$ cat src/pkg/als_irq_defs.svh
// register offsets, field positions and reset values of the alert block
`ifndef ALS_IRQ_DEFS_SVH
`define ALS_IRQ_DEFS_SVH
// ---------------------------------------------------------------------
// byte offsets on the register bus
// ---------------------------------------------------------------------
`define ADR_CFG      8'h00
`define ADR_HIGH     8'h04
`define ADR_LOW      8'h08
`define ADR_IRQ_ST   8'h0c
`define ADR_IRQ_MSK  8'h10
// ---------------------------------------------------------------------
// configuration register fields
// ---------------------------------------------------------------------
`define CFG_FC_HI    1
`define CFG_FC_LO    0
`define CFG_SENSE    3
`define CFG_LATCH    4
`define CFG_FL       5
`define CFG_FH       6
`define CFG_RDY      7
`define CFG_MODE_HI  10
`define CFG_MODE_LO  9
// limit word: exponent on top, mantissa below
`define LIM_EXP_HI   15
`define LIM_EXP_LO   12
`define LIM_MAN_HI   11
`define EOC_SEL_HI   15
`define EOC_SEL_LO   14
`define EOC_CODE     2'b11
// interrupt status bits
`define IRQ_CONV     0
`define IRQ_HIGH     1
`define IRQ_LOW      2
// reset values
`define RST_HIGH     16'hbfff
`define RST_LOW      16'h0000
`define RST_FC       2'h0
`define RST_IRQ      3'h0
`endif

$ cat src/pkg/als_irq_pkg.sv
// types shared by the light threshold alert logic
package als_irq_pkg;
  // operating select field; zero means shutdown
  typedef enum logic [1:0] {
    OP_SHUTDOWN,
    OP_SINGLE,
    OP_CONT_A,
    OP_CONT_B
  } op_mode_t;
  // exponent/mantissa limit or result word
  typedef logic [15:0] lim_word_t;
endpackage : als_irq_pkg

$ cat src/design/light_threshold_irq.sv
// light threshold alert logic with wishbone registers
// Contract
// - transparent high fault: pin active, high set
// - transparent low fault: pin inactive, low set
// - transparent: config access leaves flags, pin
// - transparent modes ignore alert response
// - every completion sets conversion ready
// - config read clears conversion ready
// - non-shutdown config write clears conversion ready
// - shutdown config write leaves flags and conversion ready
// - pin level follows state and output sense
// - eoc_select_bits equal 11b selects end-of-conversion
// - end-of-conversion: pin active every completion
// - eoc pin cleared by read, non-shutdown write, latched alert
// - eoc latched: high sets; read clears both
// - eoc latched: low sets; alert keeps flags
// - latch bit four picks latched window
// - latched: read clears all; alert pin only
//
// The Wishbone register port and the register offsets are this design's own decisions.
`timescale 1ns/1ps
`include "als_irq_defs.svh"
module light_threshold_irq #(
  parameter int FC_W  = 2,   // width of fault count field
  parameter int CNT_W = 3    // width of consecutive counters
) (
  // clock and reset
  input  wire logic        CLK_SYS,
  input  wire logic        SYS_RST,
  // wishbone slave
  input  wire logic        WB_CYC_I,
  input  wire logic        WB_STB_I,
  input  wire logic        WB_WE_I,
  input  wire logic [7:0]  WB_ADR_I,
  input  wire logic [3:0]  WB_SEL_I,
  input  wire logic [31:0] WB_DAT_I,
  output logic      [31:0] WB_DAT_O,
  output logic             WB_ACK_O,
  // conversion results and alert response
  input  wire logic [15:0] RESULT,
  input  wire logic        RESULT_VALID,
  input  wire logic        ALERT_RESP,
  // outputs
  output logic             INT_PIN,
  output logic             IRQ,
  output logic      [1:0]  OP_MODE
);
  // -------------------------------------------------------------------
  // state
  // -------------------------------------------------------------------
  logic [FC_W-1:0]        fc;        // fault count field
  logic                   output_sense_select; // pin sense
  logic                   latch;     // latch select
  als_irq_pkg::lim_word_t hi_lim;    // high limit
  als_irq_pkg::lim_word_t lo_lim;    // low limit
  logic                   fh;        // flag high
  logic                   fl;        // flag low
  logic                   rdy;       // conversion ready
  logic                   pin_state; // pin active
  logic [CNT_W-1:0]       hi_cnt;    // consecutive high faults
  logic [CNT_W-1:0]       lo_cnt;    // consecutive low faults
  logic [2:0]             irq_st;    // sticky events
  logic [2:0]             irq_msk;   // event mask
  // -------------------------------------------------------------------
  // helpers
  // -------------------------------------------------------------------
  // exponent/mantissa word to a linear value for comparison
  function automatic logic [26:0] to_lin(input logic [15:0] w);
    return {15'h0000, w[`LIM_MAN_HI:0]} << w[`LIM_EXP_HI:`LIM_EXP_LO];
  endfunction : to_lin
  // byte-lane merge of a 16-bit register
  function automatic logic [15:0] merge16(input logic [15:0] o,
    input logic [31:0] d, input logic [3:0] s);
    return {s[1] ? d[15:8] : o[15:8], s[0] ? d[7:0] : o[7:0]};
  endfunction : merge16
  // -------------------------------------------------------------------
  // bus decode
  // -------------------------------------------------------------------
  wire take    = WB_CYC_I & WB_STB_I & ~WB_ACK_O; // one take per access
  wire wr      = take & WB_WE_I;
  wire rd      = take & ~WB_WE_I;
  wire sel_cfg = (WB_ADR_I == `ADR_CFG);
  wire cfg_rd  = rd & sel_cfg;
  wire cfg_wr  = wr & sel_cfg;
  wire wr_hi   = wr & (WB_ADR_I == `ADR_HIGH);
  wire wr_lo   = wr & (WB_ADR_I == `ADR_LOW);
  wire wr_st   = wr & (WB_ADR_I == `ADR_IRQ_ST) & WB_SEL_I[0];
  wire wr_msk  = wr & (WB_ADR_I == `ADR_IRQ_MSK) & WB_SEL_I[0];
  // mode field of a config write; only written when its lane is set
  wire [1:0] wr_mode = WB_SEL_I[1] ?
                       WB_DAT_I[`CFG_MODE_HI:`CFG_MODE_LO] : OP_MODE;
  wire wr_shut = (wr_mode == als_irq_pkg::OP_SHUTDOWN);
  wire wr_lat  = WB_SEL_I[0] ? WB_DAT_I[`CFG_LATCH] : latch;
  wire alert   = ALERT_RESP;
  wire conv    = RESULT_VALID;
  // end-of-conversion select from the top two exponent bits of the low limit
  wire eoc = (lo_lim[`EOC_SEL_HI:`EOC_SEL_LO] == `EOC_CODE);
  // -------------------------------------------------------------------
  // comparison and consecutive counting
  // -------------------------------------------------------------------
  wire [26:0] res_lin = to_lin(RESULT);
  wire hi_viol = res_lin > to_lin(hi_lim);
  wire lo_viol = res_lin < to_lin(lo_lim);
  // field n asks for n+1 faults in a row
  wire [CNT_W-1:0] need = CNT_W'(fc) + CNT_W'(1);
  wire [CNT_W-1:0] hi_inc = hi_cnt + CNT_W'(1);
  wire [CNT_W-1:0] lo_inc = lo_cnt + CNT_W'(1);
  wire hi_hit = conv & hi_viol & (hi_inc >= need);
  wire lo_hit = conv & lo_viol & (lo_inc >= need);
  // saturate so a long fault keeps reporting on every conversion
  wire [CNT_W-1:0] next_hi_cnt = !hi_viol ? '0 :
                                 (hi_inc >= need) ? hi_cnt : hi_inc;
  wire [CNT_W-1:0] next_lo_cnt = !lo_viol ? '0 :
                                 (lo_inc >= need) ? lo_cnt : lo_inc;
  // counters restart on any clean conversion
  always_ff @(posedge CLK_SYS or posedge SYS_RST) begin
    if (SYS_RST) begin
      hi_cnt <= '0;
      lo_cnt <= '0;
    end else if (conv) begin
      hi_cnt <= next_hi_cnt;
      lo_cnt <= next_lo_cnt;
    end
  end
  // -------------------------------------------------------------------
  // flag, ready and pin next state: clears first, sets win
  // -------------------------------------------------------------------
  logic next_fh, next_fl, next_rdy, next_pin; // next status values
  always_comb begin
    next_fh  = fh;
    next_fl  = fl;
    next_rdy = rdy;
    next_pin = pin_state;
    // transparent modes keep flags and pin on config access
    if (cfg_rd) begin
      next_rdy = 1'b0;
      if (latch) begin
        next_fh  = 1'b0;
        next_fl  = 1'b0;
      end
      if (latch || eoc) begin
        next_pin = 1'b0;
      end
    end
    // shutdown writes fall through untouched
    if (cfg_wr && !wr_shut) begin
      next_rdy = 1'b0;
      if (eoc) begin
        next_pin = 1'b0;
      end
    end
    // dropping latch is the way out of a stuck latched pin
    if (cfg_wr && latch && !wr_lat) begin
      next_pin = 1'b0;
    end
    // alert response only touches the pin, only when latched
    if (alert && latch) begin
      next_pin = 1'b0;
    end
    // conversion events override any clear in the same cycle
    if (conv) begin
      next_rdy = 1'b1;
      if (hi_hit) begin // high wins on overlapping limits
        next_fh  = 1'b1;
        next_pin = 1'b1;
        if (!latch) begin
          next_fl = 1'b0;
        end
      end else if (lo_hit) begin
        next_fl  = 1'b1;
        next_pin = latch;
        if (!latch) begin
          next_fh = 1'b0;
        end
      end
      if (eoc) begin
        next_pin = 1'b1;
      end
    end
  end
  wire next_sense = (cfg_wr && WB_SEL_I[0]) ? WB_DAT_I[`CFG_SENSE] :
                    output_sense_select;
  // -------------------------------------------------------------------
  // status registers and pin
  // -------------------------------------------------------------------
  always_ff @(posedge CLK_SYS or posedge SYS_RST) begin
    if (SYS_RST) begin
      fh        <= 1'b0;
      fl        <= 1'b0;
      rdy       <= 1'b0;
      pin_state <= 1'b0;
      INT_PIN   <= 1'b1; // inactive with active-low sense
    end else begin
      fh        <= next_fh;
      fl        <= next_fl;
      rdy       <= next_rdy;
      pin_state <= next_pin;
      INT_PIN   <= ~(next_pin ^ next_sense);
    end
  end
  // -------------------------------------------------------------------
  // writable configuration and limits
  // -------------------------------------------------------------------
  always_ff @(posedge CLK_SYS or posedge SYS_RST) begin
    if (SYS_RST) begin
      fc      <= FC_W'(`RST_FC);
      output_sense_select <= 1'b0;
      latch   <= 1'b0;
      OP_MODE <= als_irq_pkg::OP_SHUTDOWN;
      hi_lim  <= `RST_HIGH;
      lo_lim  <= `RST_LOW;
    end else begin
      if (cfg_wr) begin
        output_sense_select <= next_sense;
        latch   <= wr_lat;
        OP_MODE <= wr_mode;
        if (WB_SEL_I[0]) begin
          fc <= WB_DAT_I[`CFG_FC_HI:`CFG_FC_LO];
        end
      end
      if (wr_hi) begin
        hi_lim <= merge16(hi_lim, WB_DAT_I, WB_SEL_I);
      end
      if (wr_lo) begin
        lo_lim <= merge16(lo_lim, WB_DAT_I, WB_SEL_I);
      end
    end
  end
  // -------------------------------------------------------------------
  // interrupt status, mask and line
  // -------------------------------------------------------------------
  wire [2:0] ev;
  assign ev[`IRQ_CONV] = conv;
  assign ev[`IRQ_HIGH] = hi_hit;
  assign ev[`IRQ_LOW]  = lo_hit;
  // write one clears; a new event in the same cycle stays set
  wire [2:0] st_clr    = wr_st ? WB_DAT_I[2:0] : 3'h0;
  wire [2:0] next_st   = (irq_st & ~st_clr) | ev;
  always_ff @(posedge CLK_SYS or posedge SYS_RST) begin
    if (SYS_RST) begin
      irq_st  <= `RST_IRQ;
      irq_msk <= `RST_IRQ;
      IRQ     <= 1'b0;
    end else begin
      irq_st <= next_st;
      if (wr_msk) begin
        irq_msk <= WB_DAT_I[2:0];
      end
      IRQ <= |(next_st & (wr_msk ? WB_DAT_I[2:0] : irq_msk));
    end
  end
  // -------------------------------------------------------------------
  // read path; unmapped addresses read zero and still ack
  // -------------------------------------------------------------------
  logic [31:0] cfg_word;
  always_comb begin
    cfg_word = 32'h0000_0000;
    cfg_word[`CFG_FC_HI:`CFG_FC_LO]     = fc;
    cfg_word[`CFG_SENSE]                = output_sense_select;
    cfg_word[`CFG_LATCH]                = latch;
    cfg_word[`CFG_FL]                   = fl;
    cfg_word[`CFG_FH]                   = fh;
    cfg_word[`CFG_RDY]                  = rdy;
    cfg_word[`CFG_MODE_HI:`CFG_MODE_LO] = OP_MODE;
  end
  wire [31:0] rd_mux =
    sel_cfg                     ? cfg_word :
    (WB_ADR_I == `ADR_HIGH)     ? {16'h0000, hi_lim} :
    (WB_ADR_I == `ADR_LOW)      ? {16'h0000, lo_lim} :
    (WB_ADR_I == `ADR_IRQ_ST)   ? {29'h0, irq_st} :
    (WB_ADR_I == `ADR_IRQ_MSK)  ? {29'h0, irq_msk} : 32'h0000_0000;
  // one wait state; ack drops the cycle after it rises
  always_ff @(posedge CLK_SYS or posedge SYS_RST) begin
    if (SYS_RST) begin
      WB_ACK_O <= 1'b0;
      WB_DAT_O <= 32'h0000_0000;
    end else begin
      WB_ACK_O <= take;
      if (rd) begin
        WB_DAT_O <= rd_mux;
      end
    end
  end
endmodule : light_threshold_irq

$ cat config.mk
export PLATFORM = sky130hd
export DESIGN_NAME = light_threshold_irq
export DESIGN_NICKNAME = d
export VERILOG_FILES = /design/src/pkg/als_irq_pkg.sv /design/src/design/light_threshold_irq.sv
export VERILOG_INCLUDE_DIRS = /design/src /design/src/pkg
export SDC_FILE = /design/constraint.sdc
export NUM_CORES = 1
export LEC_CHECK = 0
export BUFFER_PORTS_ARGS = -buffer_cell sky130_fd_sc_hd__buf_2
export CAP_MARGIN = 20
export CORE_MARGIN = 10
export CORE_UTILIZATION = 35
export DETAILED_ROUTE_END_ITERATION = 10
export GPL_TIMING_DRIVEN = 0
export MAX_ROUTING_LAYER = met4
export PLACE_DENSITY = 0.57
export RECOVER_POWER = 50
export SETUP_SLACK_MARGIN = 0.02
export SLEW_MARGIN = 20
export SYNTH_ARGS = -nofsm -noshare
export SYNTH_HDL_FRONTEND = slang
export SYNTH_SLANG_ARGS = --single-unit
$ cat constraint.sdc
create_clock -name CLK_SYS -period 5 [get_ports CLK_SYS]
set_clock_uncertainty 0.1 [all_clocks]
set_input_delay 0 -clock CLK_SYS [delete_from_list [all_inputs] [get_ports CLK_SYS]]
set_output_delay 0 -clock CLK_SYS [all_outputs]
set_load 0.02 [all_outputs]
Word-level counts from Yosys, hierarchy flattened

Index checks and enable logic that the tools add are counted.

Flip-flop bits (word level): 89
Bits in latches: 0
Bits in writable memories: 0
ROM bits: 0
Input port bits: 67
Output and inout bits: 37
Logic and storage cells: 119
Memories: 0

$add $sub $neg: 3
$mul: 0
Divide/modulo/power cells: 0
Order comparisons: 4
Eq/ne operators: 7
Shifts and indexed selects: 3
Mux-type cells: 39
Bitwise logic cells: 24
Reduce and logical (&&, ||, !) cells: 19

Operator list:

| kind                                                                   | number |
|---|---|
| 12-bit by 4-bit left shift with 27-bit output                          | 3 |
| 16-bit 2-to-1 mux                                                      | 3 |
| 27-bit > comparator                                                    | 1 |
| 27-bit < comparator                                                    | 1 |
| 1-bit 2-to-1 mux                                                       | 27 |
| 3-bit 2-to-1 mux                                                       | 8 |
| 1-bit AND                                                              | 16 |
| 8-bit by 4-bit equality test with 1-bit output (second input constant) | 2 |
| 2-bit AND reduction                                                    | 7 |
| 8-bit by 3-bit equality test with 1-bit output (second input constant) | 1 |
| 8-bit by 5-bit equality test with 1-bit output (second input constant) | 1 |
| 8-bit logical NOT                                                      | 1 |
| 3-bit by 1-bit adder with 3-bit output (second input constant)         | 2 |
| 3-bit AND                                                              | 2 |
| 3-bit greater-or-equal comparator                                      | 2 |
| 1-bit logical AND                                                      | 5 |
| 2-bit inequality test (second input constant)                          | 2 |
| 2-bit by 1-bit adder with 3-bit output (second input constant)         | 1 |
| 1-bit NOT                                                              | 3 |
| 3-bit NOT                                                              | 1 |
| 3-bit OR                                                               | 1 |
| 3-bit nonzero test                                                     | 1 |
| 3-bit OR reduction                                                     | 1 |
| 2-bit equality test (second input constant)                            | 1 |
| 5 further kinds                                                        | 6 |

Longest topological paths before layout

Depth after elaboration: 15
Depth in mapped cells: 16
Mapped depth without buffers: 15

Least setup slack after synthesis

Ideal clock, no wire load.

Kind: reg-to-reg
Start: reg hi_lim[12]
End: reg INT_PIN
Setup time: 89 ps
Arrival time: 3848 ps
Data required time: 4811 ps
Setup slack: 962 ps
Stages on the path, launching flop included: 15
Buffers on the path: 2
Period minus slack after synthesis: 4038 ps
Cells stage by stage: dfstp_2 > buf_2 > buf_1 > nand2_1 > o21ai_0 > mux2i_1 > or2_2 > ha_1 > nand4_1 > or4_1 > or3_1 > o2111ai_1 > o21ai_1 > or2_2 > a311oi_2

Cells in the longest elaborated chain, start to end: 9

Ends and longest elaborated chain:

| item                                          | RTL line                   | text |
|---|---|---|
| start: declaration                            | light_threshold_irq.sv:54  | `als_irq_pkg::lim_word_t hi_lim;` |
| start signal: assignment                      | light_threshold_irq.sv:210 | `` hi_lim <= `RST_HIGH; `` |
| start signal: assignment                      | light_threshold_irq.sv:222 | `hi_lim <= merge16(hi_lim, WB_DAT_I, WB_SEL_I);` |
| 12-bit by 4-bit left shift with 27-bit output | light_threshold_irq.sv:69  | `` return {15'h0000, w[`LIM_MAN_HI:0]} << w[`LIM_EXP_HI:`LIM_EXP_LO]; `` |
| 27-bit > comparator                           | light_threshold_irq.sv:102 | `wire hi_viol = res_lin > to_lin(hi_lim);` |
| 1-bit AND (2 in a row)                        | light_threshold_irq.sv:108 | `wire hi_hit = conv & hi_viol & (hi_inc >= need);` |
| 1-bit 2-to-1 mux                              | light_threshold_irq.sv:163 | `if (hi_hit) begin` |
| 1-bit 2-to-1 mux                              | light_threshold_irq.sv:176 | `if (eoc) begin` |
| 1-bit 2-to-1 mux                              | light_threshold_irq.sv:161 | `if (conv) begin` |
| 1-bit bitwise XOR                             | light_threshold_irq.sv:198 | `INT_PIN <= ~(next_pin ^ next_sense);` |
| 1-bit NOT                                     | light_threshold_irq.sv:198 |  |
| end signal: assignment                        | light_threshold_irq.sv:198 |  |
| end: declaration                              | light_threshold_irq.sv:44  | `output logic INT_PIN,` |

Every way passes these cells.
A chain may end at the register's enable or synchronous reset.

Worst setup path after layout

Start: reg lo_lim[12]
End: reg lo_cnt[0]

Cells in the longest elaborated chain, start to end: 4

Ends and longest elaborated chain:

| item                                              | RTL line                   | text |
|---|---|---|
| start: declaration                                | light_threshold_irq.sv:55  | `als_irq_pkg::lim_word_t lo_lim;` |
| start signal: assignment                          | light_threshold_irq.sv:211 | `` lo_lim <= `RST_LOW; `` |
| start signal: assignment                          | light_threshold_irq.sv:225 | `lo_lim <= merge16(lo_lim, WB_DAT_I, WB_SEL_I);` |
| 12-bit by 4-bit left shift with 27-bit output (*) | light_threshold_irq.sv:69  |  |
| 27-bit < comparator (*)                           | light_threshold_irq.sv:103 | `wire lo_viol = res_lin < to_lin(lo_lim);` |
| 2-bit inequality test (no line)                   | n/a                        |  |
| 2-bit AND reduction (no line)                     | n/a                        |  |
| end signal: assignment                            | light_threshold_irq.sv:122 | `lo_cnt <= next_lo_cnt;` |
| end: declaration                                  | light_threshold_irq.sv:61  | `logic [CNT_W-1:0] lo_cnt;` |

Every way passes the cells marked *; elsewhere a longest branch is shown, timed or not.

==> metrics.cfg <==
[outcome]
status=finished, violations left
violations=max-capacitance violations, max-slew violations

[routing]
antenna_left=0
wl_per_cell_um=18.13
wl_um=21330
dr_wl_met2_um=9823
top_layer=met4
vias=6336
m1WireLength_um=10280
via_per_inst=5.383
route.met3.wl_um=932
firstDrtPassIters=5
remaining_drc_errors=0
dr.first_iter.drc_count=423

[synth]
async_reset_ff_frac=1.000
ys_ff_latch=73
syn_inst=801
synth_edf_count=0
synthFlopType=dfrtp_1
ys_seq_area_frac=0.2710
syn_area_per_cell_um2=8.507
synthesis.area_um2=6814
yosys_warnings=0
netlist-cell-type-count=71

[setup_path]
critPathKind=register to register
crit_fanout=10
worstPathRequired_ns=5.11
startpoint_type=register
end_kind=register
ff2ff_path_depth=14
cp.arrival_ns=4.69

[clock_network]
clock-root-buffer=clkbuf_16
clk_pin_slew_ns=0.07
cts_setup_buffers=0
cts.htree.levels=3
numCtsBuffers=9
cts_tree=done
clockBufferDepth=2
insertion_delay_ns=0.34
clock-sinks=73

[pwr]
power.internal_uw=1253
p_seq_frac=0.355
netSwitchingFraction=0.3375
pwr-share-comb=0.298
pwr-share-clk=0.347
power.leakage_uw=0.003496
p_sw_uw=638.2
pwr_density_cell_nw_per_um2=236.2
vdd_drop_max_uv=163.7

[die]
ios=104
coreArea_um2=18960
rows=50
die_y_um=159.5
die_w_um=159.5
initial_core_util=0.3595
dieArea_um2=25450

[sta]
max_slew_margin=-0.4891
final.setup.tns_ns=0
drv_slew=42
setup_ws_ns=0.4258
rsz0062_at_grt=false
period_needed_ns=4.574
setup_viol=0
fin_crit_sh=0.9148
worst_pin_slew_ns=2.234
fmax_mhz=218.6
final_hold_viol_count=0

[global_route]
globalRouteTotalUtil=0.1692
grt_pass1_vias=6359
antenna_found_initial=0
grt_max_degree=42
grt_pass1_wl_um=34620
grt.overflow.total=0

[flow_run]
cap_violations=1

[placed_design]
hpwl_um=17290
dp_worst_setup_slack_ns=0.2841
io_buffers=66
place_congestion=0.9396
postPlaceCellArea_um2=7548

[worst_hold_path]
hp-class=input pin to register
hold-path-cell-count=3

[final_layout]
postLayoutCellArea_um2=8005
final_cell_mix=nand2_1 (94), nor2_1 (86), ha_1 (60)
antennaDiodeCount=0
nNetsFinal=1039
post-route-util=0.4223
mostFrequentLayoutCell=nand2_1
drive_above_1_share=0.2050
areaGrowthSynthToFinish_pct=17.48

==> final cells by class <==
class | instances | area [µm²]
Buffer | 51 | 276.5
Clock buffer | 9 | 225.2
Clock inverter | 7 | 77.57
Fill cell | 1951 | 10950
Inverter | 23 | 87.58
Multi-Input combinational cell | 668 | 4662
Sequential cell | 73 | 1847
Tap cell | 260 | 325.3
Timing Repair Buffer | 86 | 504.2
==> critical path: stages, from the launching register on <==
cell and delay, ns:
dfrtp_1 0.43, buf_1 0.44, clkbuf_1 0.51, nand2_1 0.08, o21ai_0 0.21, mux2i_1 0.16
or2_2 0.33, ha_1 0.30, nand4_1 0.16, nor4_1 0.55, o31ai_1 0.16, o211ai_1 0.38
a21oi_1 0.13, and3_1 0.24, mux2_2 0.26
==> synth_stat cells (3+ instances only) <==
| library cell | count | area (µm²) |
|---|---|---|
| nand2_1 | 94 | 352.8 |
| nor2_1 | 86 | 322.8 |
| ha_1 | 60 | 750.7 |
| mux2i_1 | 59 | 590.6 |
| dfrtp_1 | 57 | 1426 |
| a21oi_1 | 55 | 275.3 |
| mux2_2 | 54 | 608.1 |
| o21ai_0 | 43 | 215.2 |
| inv_1 | 20 | 75.07 |
| clkbuf_1 | 19 | 71.32 |
| nor3_1 | 19 | 95.09 |
| nand3_1 | 18 | 90.09 |
| buf_4 | 16 | 120.1 |
| dfstp_2 | 16 | 420.4 |
| nand4_1 | 13 | 81.33 |
| a21o_1 | 10 | 75.07 |
| a221oi_1 | 10 | 87.58 |
| nand2b_1 | 9 | 56.30 |
| nor2b_1 | 9 | 56.30 |
| or2_2 | 9 | 56.30 |
| and2_1 | 8 | 50.05 |
| o31ai_1 | 8 | 60.06 |
| a22o_1 | 7 | 61.31 |
| buf_1 | 7 | 26.28 |
| buf_2 | 7 | 35.03 |
| o211ai_1 | 6 | 45.04 |
| nor3b_1 | 5 | 37.54 |
| a22oi_1 | 4 | 30.03 |
| and3_1 | 4 | 25.02 |
| o21ai_1 | 4 | 20.02 |
| a31oi_1 | 3 | 18.77 |
| mux4_2 | 3 | 67.56 |
| nand3b_1 | 3 | 22.52 |
| o2111ai_1 | 3 | 26.28 |
| or4_1 | 3 | 22.52 |
==> through the flow <==
| stage | cells | hold WS (ns) | total power [µW] |
|---|---|---|---|
| finish | 1177 | 0.03775 | 1891 |
| CTS | 1178 | 0.01110 | 1903 |
| global placement | 1142 | 0.1405 | 1226 |
| floorplan | 816 | 0.009045 | 1073 |
| detailed placement | 1143 | -0.06239 | 1233 |
| global route | 1177 | 0.03942 | 2009 |
==> state kept, by name, indices dropped and copies added, names as in the netlist <==
signal               cells
hi_cnt                   3
WB_DAT_O                16
INT_PIN                  1
irq_st                   3
hi_lim                  16
fh                       1
output_sense_select      1
lo_cnt                   3
rdy                      1
fc                       2
lo_lim                  16
latch                    1
OP_MODE                  2
fl                       1
pin_state                1
irq_msk                  3
IRQ                      1
WB_ACK_O                 1
==> power groups by stage <==
stage / Combinational, µW / Clock (µW) / Sequential (µW)
finish: 563 / 656 / 672
global route: 638 / 695 / 677
CTS: 568 / 663 / 672
detailed placement: 553 / 0 / 681
global placement: 544 / 0 / 682
floorplan: 386 / 0 / 686
==> cell families (layout without fill, tap and decap cells) <==
family          Yosys count  count (layout)  synth area share
compound gates          177             177            0.1678
other cells               1              16         0.0005503
xor+xnor                  2               2          0.002571
fa+ha+maj                61              61            0.1118
buf+inv                  75             176           0.05380
mux                     119             119            0.1911
flops                    73              73            0.2710
simple gates            293             293            0.2012
==> path summary, 6_finish.rpt <==
kind / endpoint / startpoint / slack, ns
hold reg to reg: WB_DAT_O[10] / WB_DAT_O[10] / 0.39
setup / recovery: lo_cnt[0] / lo_lim[12] / 0.43
hold / removal: WB_ACK_O / WB_STB_I / 0.04
min in group asynchronous: WB_DAT_O[10] / SYS_RST / 0.43
setup reg to reg: lo_cnt[0] / lo_lim[12] / 0.43
max in group asynchronous: lo_cnt[0] / SYS_RST / 1.72
==> repair_timing <==
action / in CTS / in global routing
hold buffers: 19 / 0
setup endpoints to repair: 0 / 2
endpoints found under the hold margin: 111 / 0
gates resized for setup: 0 / 1
==> routing by layer <==
layer  global-route usage  vias to the layer above
met5                    -                        -
met4              0.04044                        0
met3              0.01936                       22
met2               0.2683                      193
met1               0.2254                     3000
li1                     -                     3121
No activity file was read; power rests on OpenSTA's default activity.
